--- config.mk ---
export PLATFORM = sky130hd
export DESIGN_NAME = cdg_glue
export DESIGN_NICKNAME = d
export VERILOG_FILES = /design/src/pkg/cdg_pkg.sv /design/src/rtl/cdg_glue.sv
export SDC_FILE = /design/constraint.sdc
export NUM_CORES = 1
export LEC_CHECK = 0
export BUFFER_PORTS_ARGS = -buffer_cell sky130_fd_sc_hd__buf_2
export CORE_MARGIN = 5
export CORE_UTILIZATION = 55
export CTS_BUF_LIST = sky130_fd_sc_hd__clkbuf_4
export CTS_CLUSTER_SIZE = 8
export DETAILED_ROUTE_END_ITERATION = 12
export HOLD_SLACK_MARGIN = 0.1
export PLACE_DENSITY = 0.76
export SYNTH_ARGS = -nofsm -noshare
export SYNTH_HDL_FRONTEND = slang
export SYNTH_SLANG_ARGS = --single-unit
--- constraint.sdc ---
create_clock -name clk_sys -period 3.73 [get_ports clk_sys]
set_clock_uncertainty 0.15 [all_clocks]
set_input_delay 0.746 -clock clk_sys [delete_from_list [all_inputs] [get_ports clk_sys]]
set_output_delay 0.746 -clock clk_sys [all_outputs]
set_load 0.02 [all_outputs]
--- src/pkg/cdg_pkg.sv ---
// Package: constants for the processor to DMA controller glue logic
package cdg_pkg;

  // ****************************************
  // Widths
  // ****************************************
  localparam int CDG_AW       = 16;
  localparam int CDG_BW       = 8;
  localparam int CDG_SEL_W    = 12;
  localparam int CDG_REGSEL_W = 4;
  localparam int CDG_STAT_W   = 3;

  // ****************************************
  // Field positions
  // ****************************************
  localparam int CDG_SEL_LSB  = 4;
  localparam int CDG_HI_LSB   = 8;

  // ****************************************
  // Status decodes (status lines 3..1)
  // ****************************************
  localparam logic [2:0] CDG_ST_IO     = 3'h1;
  localparam logic [2:0] CDG_ST_MEM0   = 3'h4;
  localparam logic [2:0] CDG_ST_MEM1   = 3'h6;

  // ****************************************
  // Reset values
  // ****************************************
  localparam logic [15:0] CDG_ADDR_RST = 16'h0000;
  localparam logic [7:0]  CDG_HI_RST   = 8'h00;
  localparam logic [11:0] CDG_BASE_DEF = 12'h000;

endpackage

--- src/rtl/cdg_glue.sv ---
// Glue logic joining a multiplexed-bus processor to a byte-wide DMA controller
// Operation
// - DMA puts low address on pins, high on data
// - High latch loads only on upper strobe
// - Select needs top 12 bits match base
// - Select only during processor I/O status
// - Memory commands driven by glue from processor only
// - I/O commands driven by glue when processor owns
// - Status decoded to I/O and memory qualifiers
// - One of four commands from qualifier, direction
// - Processor commands only while data strobe low
// - Processor commands driven only while grant high
// - Buffer control chosen by grant and write
// - Processor register read enables both halves
// - Processor register write enables lower half only
// - Buffer outward only on selected processor read
// - Copy read enables half by address bit
// - DMA I/O write disables both buffers
// - Copy write enables both halves
// - High latch output enabled from bus grant
// - Processor transceivers on grant, inward on reads
// - Address latched on strobe, output on grant
// - Hold request and grant inverted across
// - I/O decode compares all three status lines
module cdg_glue
  import cdg_pkg::*;
(
  // Clock and reset
  input  wire logic                          clk_sys,
  input  wire logic                          resetn,
  input  wire logic                          clk_en,
  // Configuration
  input  wire logic [cdg_pkg::CDG_SEL_W-1:0] select_base,
  // Processor bus
  input  wire logic [cdg_pkg::CDG_AW-1:0]    proc_ad_in,
  input  wire logic                          address_strobe_n,
  input  wire logic                          data_strobe_n,
  input  wire logic                          proc_read,
  input  wire logic [cdg_pkg::CDG_STAT_W-1:0] cycle_status_lines,
  input  wire logic                          bus_grant_n,
  output logic                               bus_request_n,
  // DMA controller side
  input  wire logic                          hold_request,
  output logic                               hold_acknowledge,
  input  wire logic [cdg_pkg::CDG_BW-1:0]    dma_data_in,
  input  wire logic                          upper_address_strobe,
  input  wire logic                          address_bit_zero,
  input  wire logic                          dma_mem_read_n,
  input  wire logic                          dma_mem_write_n,
  input  wire logic                          dma_io_read_n,
  input  wire logic                          dma_io_write_n,
  output logic                               dma_select_n,
  output logic [cdg_pkg::CDG_REGSEL_W-1:0]   dma_reg_select,
  // System bus commands
  output logic                               memory_read_cmd_n,
  output logic                               memory_write_cmd_n,
  output logic                               io_read_cmd_n,
  output logic                               io_write_cmd_n,
  output logic                               cmd_oe,
  // Address outputs
  output logic [cdg_pkg::CDG_AW-1:0]         proc_addr_out,
  output logic                               proc_addr_oe,
  output logic [cdg_pkg::CDG_BW-1:0]         upper_addr_out,
  output logic                               upper_addr_oe,
  // Buffer controls
  output logic                               dma_buf_lo_en,
  output logic                               dma_buf_hi_en,
  output logic                               dma_buf_out,
  output logic                               proc_xcvr_en,
  output logic                               proc_xcvr_in
);

  // ****************************************
  // Input synchronisers
  // ****************************************
  // Every pin passes two stages; stage one feeds stage two only.
  localparam int SW = CDG_AW + 3 + CDG_BW + CDG_SEL_W + CDG_STAT_W + 8;
  // Idle pin levels, so no false strobe or grant shows after reset
  localparam logic [SW-1:0] SYNC_IDLE = {CDG_ADDR_RST, 3'h6, CDG_HI_RST, CDG_BASE_DEF,
                                         3'h0, 1'b1, 3'h0, 4'hF};
  logic [SW-1:0] s1;
  logic [SW-1:0] s2;
  wire  [SW-1:0] raw = {proc_ad_in, address_strobe_n, data_strobe_n, proc_read,
                        dma_data_in, select_base, cycle_status_lines, bus_grant_n,
                        hold_request, upper_address_strobe, address_bit_zero,
                        dma_mem_read_n, dma_mem_write_n, dma_io_read_n,
                        dma_io_write_n};

  always_ff @(posedge clk_sys or negedge resetn)
  begin
    if (!resetn)
    begin
      s1 <= SYNC_IDLE;
      s2 <= SYNC_IDLE;
    end
    else if (clk_en)
    begin
      s1 <= raw;
      s2 <= s1;
    end
  end

  // ****************************************
  // Synchronised pins
  // ****************************************
  logic [15:0] ad_s;
  logic        astb_n_s;
  logic        dstb_n_s;
  logic        rd_s;
  logic [7:0]  dd_s;
  logic [11:0] base_s;
  logic [2:0]  st_s;
  logic        gnt_n_s;
  logic        hold_req_s;
  logic        ustb_s;
  logic        a0_s;
  logic        dmr_n_s;
  logic        dmw_n_s;
  logic        dir_n_s;
  logic        diw_n_s;
  assign {ad_s, astb_n_s, dstb_n_s, rd_s, dd_s, base_s, st_s, gnt_n_s, hold_req_s, ustb_s,
          a0_s, dmr_n_s, dmw_n_s, dir_n_s, diw_n_s} = s2;

  // ****************************************
  // Address latches
  // ****************************************
  logic [15:0] addr_lat;
  logic [7:0]  hi_lat;

  // Transparent while the strobe is low, holds once it rises
  always_ff @(posedge clk_sys or negedge resetn)
  begin
    if (!resetn)
    begin
      addr_lat <= CDG_ADDR_RST;
    end
    else if (clk_en)
    begin
      if (!astb_n_s)
        addr_lat <= ad_s;
    end
  end

  always_ff @(posedge clk_sys or negedge resetn)
  begin
    if (!resetn)
      hi_lat <= CDG_HI_RST;
    else if (clk_en && ustb_s)
      hi_lat <= dd_s;
  end

  // ****************************************
  // Decode
  // ****************************************
  logic cpu_owns;
  logic io_access_decode_n;
  logic memory_access_decode_n;
  logic sel_n;
  logic p_mr_n;
  logic p_mw_n;
  logic p_ir_n;
  logic p_iw_n;
  logic mr_n;
  logic mw_n;
  logic ir_n;
  logic iw_n;
  logic no_write_active_n;
  logic io_access_flag;
  logic b_lo;
  logic b_hi;
  logic b_out;

  always_comb
  begin
    cpu_owns = gnt_n_s;
    // All three status lines compared, so only status CDG_ST_IO decodes as I/O
    io_access_decode_n     = !(st_s == CDG_ST_IO);
    memory_access_decode_n = !(st_s == CDG_ST_MEM0 || st_s == CDG_ST_MEM1);
    sel_n = !(!io_access_decode_n
              && addr_lat[CDG_AW-1:CDG_SEL_LSB] == base_s);
    // One command only, gated by the data strobe
    p_ir_n = !(!dstb_n_s && !io_access_decode_n && rd_s);
    p_iw_n = !(!dstb_n_s && !io_access_decode_n && !rd_s);
    p_mr_n = !(!dstb_n_s && !memory_access_decode_n && rd_s);
    p_mw_n = !(!dstb_n_s && !memory_access_decode_n && !rd_s);
    mr_n = cpu_owns ? p_mr_n : dmr_n_s;
    mw_n = cpu_owns ? p_mw_n : dmw_n_s;
    ir_n = cpu_owns ? p_ir_n : dir_n_s;
    iw_n = cpu_owns ? p_iw_n : diw_n_s;
    no_write_active_n = !(mw_n && iw_n);
    io_access_flag    = !dir_n_s || !diw_n_s;
  end

  // ****************************************
  // Buffer steering
  // ****************************************
  // Grant and the write indicator pick one of four steering rows
  always_comb
  begin
    b_lo  = 1'b0;
    b_hi  = 1'b0;
    b_out = 1'b0;
    case ({cpu_owns, no_write_active_n})
      2'b10:
      begin
        b_lo  = !sel_n;
        b_hi  = !sel_n;
        b_out = !ir_n && !sel_n;
      end
      2'b11:
      begin
        b_lo  = !sel_n;
        b_out = !ir_n && !sel_n;
      end
      2'b00:
      begin
        b_lo = a0_s;
        b_hi = !a0_s;
      end
      2'b01:
      begin
        b_lo = !io_access_flag;
        b_hi = !io_access_flag;
      end
      default:
      begin
        b_lo  = 1'b0;
        b_hi  = 1'b0;
        b_out = 1'b0;
      end
    endcase
  end

  // ****************************************
  // Bus exchange
  // ****************************************
  // Outputs follow synchronised bus state one clock later; no other state kept.
  always_ff @(posedge clk_sys or negedge resetn)
  begin
    if (!resetn)
    begin
      bus_request_n    <= 1'b1;
      hold_acknowledge <= 1'b0;
    end
    else if (clk_en)
    begin
      bus_request_n    <= !hold_req_s;
      hold_acknowledge <= !gnt_n_s;
    end
  end

  // ****************************************
  // Controller select
  // ****************************************
  always_ff @(posedge clk_sys or negedge resetn)
  begin
    if (!resetn)
    begin
      dma_select_n   <= 1'b1;
      dma_reg_select <= '0;
    end
    else if (clk_en)
    begin
      dma_select_n   <= sel_n;
      dma_reg_select <= addr_lat[CDG_REGSEL_W-1:0];
    end
  end

  // ****************************************
  // System commands
  // ****************************************
  // Commands register even while the controller owns; cmd_oe masks them
  always_ff @(posedge clk_sys or negedge resetn)
  begin
    if (!resetn)
    begin
      memory_read_cmd_n  <= 1'b1;
      memory_write_cmd_n <= 1'b1;
      io_read_cmd_n      <= 1'b1;
      io_write_cmd_n     <= 1'b1;
      cmd_oe             <= 1'b0;
    end
    else if (clk_en)
    begin
      memory_read_cmd_n  <= p_mr_n;
      memory_write_cmd_n <= p_mw_n;
      io_read_cmd_n      <= p_ir_n;
      io_write_cmd_n     <= p_iw_n;
      cmd_oe             <= cpu_owns;
    end
  end

  // ****************************************
  // Address drivers
  // ****************************************
  always_ff @(posedge clk_sys or negedge resetn)
  begin
    if (!resetn)
    begin
      proc_addr_out  <= CDG_ADDR_RST;
      proc_addr_oe   <= 1'b0;
      upper_addr_out <= CDG_HI_RST;
      upper_addr_oe  <= 1'b0;
    end
    else if (clk_en)
    begin
      proc_addr_out  <= addr_lat;
      proc_addr_oe   <= cpu_owns;
      upper_addr_out <= hi_lat;
      upper_addr_oe  <= !gnt_n_s;
    end
  end

  // ****************************************
  // Buffer controls
  // ****************************************
  always_ff @(posedge clk_sys or negedge resetn)
  begin
    if (!resetn)
    begin
      dma_buf_lo_en <= 1'b0;
      dma_buf_hi_en <= 1'b0;
      dma_buf_out   <= 1'b0;
      proc_xcvr_en  <= 1'b0;
      proc_xcvr_in  <= 1'b0;
    end
    else if (clk_en)
    begin
      dma_buf_lo_en <= b_lo;
      dma_buf_hi_en <= b_hi;
      dma_buf_out   <= b_out;
      proc_xcvr_en  <= cpu_owns;
      proc_xcvr_in  <= !ir_n || !mr_n;
    end
  end

  // Peripheral request handshake stays between peripheral and controller

endmodule

==> run_results.csv <==
group,metric,value,unit
outcome,status,"complete, no violations",
grt,grt_first_pass_wirelength,17.3,mm
power_and_ir_drop,p_leak,3.15,nW
cells_and_area,area_growth,14.4,%
timing,timing.hold.ws,276,ps
synth,ys_warn_count,0,
worst_setup_path,path_delay_family,"flip-flops",
clocking,h-tree-depth,4,
timing,post-route-min-period,2150,ps
place,hpwl,7.22,mm
synth,synthTopCellsByCount,"mux2_2, dfrtp_1, dfstp_2",
grt,antenna_found_initial,1,
floorplan,start_util,55.4,%
synth,synth-compound-area-share,1.58,%
grt,grtUsageTotal,16.8,%
drt,first_pass_iters,4,
clocking,cts_num_sinks,160,
cells_and_area,drive_above_1_share,60.3,%
cells_and_area,nets,542,
synth,ys_types,32,
timing,timing.slew.headroom,41.6,%
worst_setup_path,slowest_delay,560,ps
floorplan,core,11300,sq um
synth,synth_top_area_share,56.1,%
drt,wl,10.4,mm
place,portBuffers,95,
grt,grt_pass1_vias,3474,
clocking,holdBufCountCts,1,
synth,synth_top_family_by_area,"multiplexers",
synth,synthCells,395,
floorplan,num_rows,39,
clocking,cts_resized,0,
clocking,clock_latency,540,ps
run,maxCapViolations,0,
clocking,postCtsSetupRepairBufs,0,
floorplan,die_height,117,um
synth,synth_ff_type,"dfrtp_1",
worst_setup_path,cp-start-kind,"register",
synth,synth_area,6240,sq um
synth,synth.area.mux_share,26.8,%
min_path,hold_class,"in2reg",
synth,yosysMostFrequentCell,"mux2_2",
timing,rsz0062_at_grt,"no",
synth,synth_area_leaders,"dfrtp_1, mux2_2, dfstp_2",
drt,ant_nets,0,
synth,synthAdderAreaFrac,0,%
timing,drv_slew,0,
synth,syn-num-nets,448,
drt,drt_iter0_drc,182,
clocking,clock_path_buffers,2,
power_and_ir_drop,pwr_density_cell,599,nW/um^2
worst_setup_path,worstPathCellList,"buf_2",
worst_setup_path,worst-path-max-fanout,2,
worst_setup_path,arrival,1260,ps
worst_setup_path,cp-end-kind,"output pin",
synth,yosys.area_share.simple,2.65,%
worst_setup_path,path_buf_inv,1,
grt,grt_overflow_total,0,
clocking,clk_pin_slew,120,ps
synth,synth_area_leader_cell,"dfrtp_1",
clocking,clock-root-buffer,"clkbuf_4",
synth,syn_area_per_cell,15.8,sq um
timing,max_freq,0.464,GHz
timing,timing_hold_violations_final,0,
drt,vias_per_cell,5.19,
worst_setup_path,setup.worst_path.class,"reg2out",
drt,num_vias,3347,
synth,ys_seq_area_share,64.6,%
timing,tightest_slew,872,ps
clocking,cts_made_buffers,17,
worst_setup_path,cp.required,2830,ps
synth,synthArstFlopShare,100,%
timing,setup_viol,0,
synth,synth_edf_count,0,
synth,synth-seq-cells,160,
timing,tns,0,ps
floorplan,dieArea,13600,sq um
clocking,tritoncts,"yes",
floorplan,die_w,117,um
worst_setup_path,slowest_stage,"dfstp_2",
cells_and_area,fillerInstances,884,
drt,drc,0,
drt,wl_per_cell,16.1,um
synth,synth_xor_area_share,1.80,%
place,gp_congestion,0.734,
floorplan,io_pins,96,
power_and_ir_drop,ir_worst_vdd,0.393,mV
timing,period_share,57.8,%
grt,grt_start_max_net_pins,82,
## cell families (layout without fill, tap and decap cells)
logic type / count (synthesis) / after routing
DFF: 160 / 160
muxes: 149 / 149
buffers and inverters: 31 / 137
and+or+nand+nor: 27 / 27
AOI/OAI and AO/OA: 16 / 16
xor gates and xnor gates: 12 / 12
other: 0 / 1
## layout by cell type (no fill, tap or decap), drive strengths merged
master	count
buf	100
nor2	8
bufinv	4
and2b	1
diode	1
xnor2	12
dfstp	20
o21a	1
nor3b	2
a21boi	1
clkinv	4
clkbuf	19
a21o	1
inv	5
nand4	3
or4	1
nand3b	2
clkinvlp	4
o21ai	4
dlygate4sd3	1
nand3	2
a41oi	1
mux2	147
o22ai	2
nand2	6
nor2b	1
a21oi	2
dfrtp	140
a31oi	4
mux2i	2
nor4	1
## routing by layer
metal | wire length [um] | global-route usage [%] | vias up
met5 | 0 | 0 | -
met4 | 161 | 6.50 | 0
met3 | 557 | 5.49 | 15
met2 | 5080 | 26.4 | 67
met1 | 4600 | 21.9 | 1696
li1 | - | - | 1569
## sequential cells by signal, indices dropped and copies added, names as in the netlist, 3 cells and up
register	count
addr_lat	16
dma_reg_select	3
hi_lat	8
proc_addr_out	13
s1	50
s2	50
upper_addr_out	8
## worst paths after layout
check | startpoint | to | slack [ps] | cells past startpoint
setup reg to reg | addr_lat[15] | dma_buf_lo_en | 1910 | 4
max in group asynchronous | resetn | s1[2] | 1960 | 3
min in group asynchronous | resetn | hi_lat[7] | 650 | 2
hold / removal | dma_data_in[4] | s1[27] | 280 | 2
setup / recovery | io_read_cmd_n | io_read_cmd_n | 1580 | 1
hold reg to reg | s2[6] | bus_request_n | 290 | 1
## cell type report
class	count	area, sq um	area share (%)
timing repair buffer	101	548	7.67
multi-input combinational	204	2050	28.8
sequential	160	4030	56.4
antenna	1	2.50	0.0350
clock inverter	12	168	2.35
clock buffer	19	143	2.00
inverter	5	18.8	0.263
tap	143	179	2.51
## per-stage QoR
stage	setup WS (ps)	utilization, %	instances	area (sq um)	power, mW
final	1580	63.4	645	7140	4.28
after global routing	1490	63.4	645	7140	4.52
after CTS	1510	63.3	644	7140	4.33
after detailed placement	1100	60.5	612	6820	3.23
after global placement	1150	60.5	612	6820	3.19
after floorplan	1730	-	395	6240	2.93
## where the power goes
part	internal [mW]	switching, mW
Clock	0.536	0.569
Sequential	2.09	0.211
Combinational	0.443	0.435
Total	3.07	1.22
No activity file was read; power rests on OpenSTA's default activity.
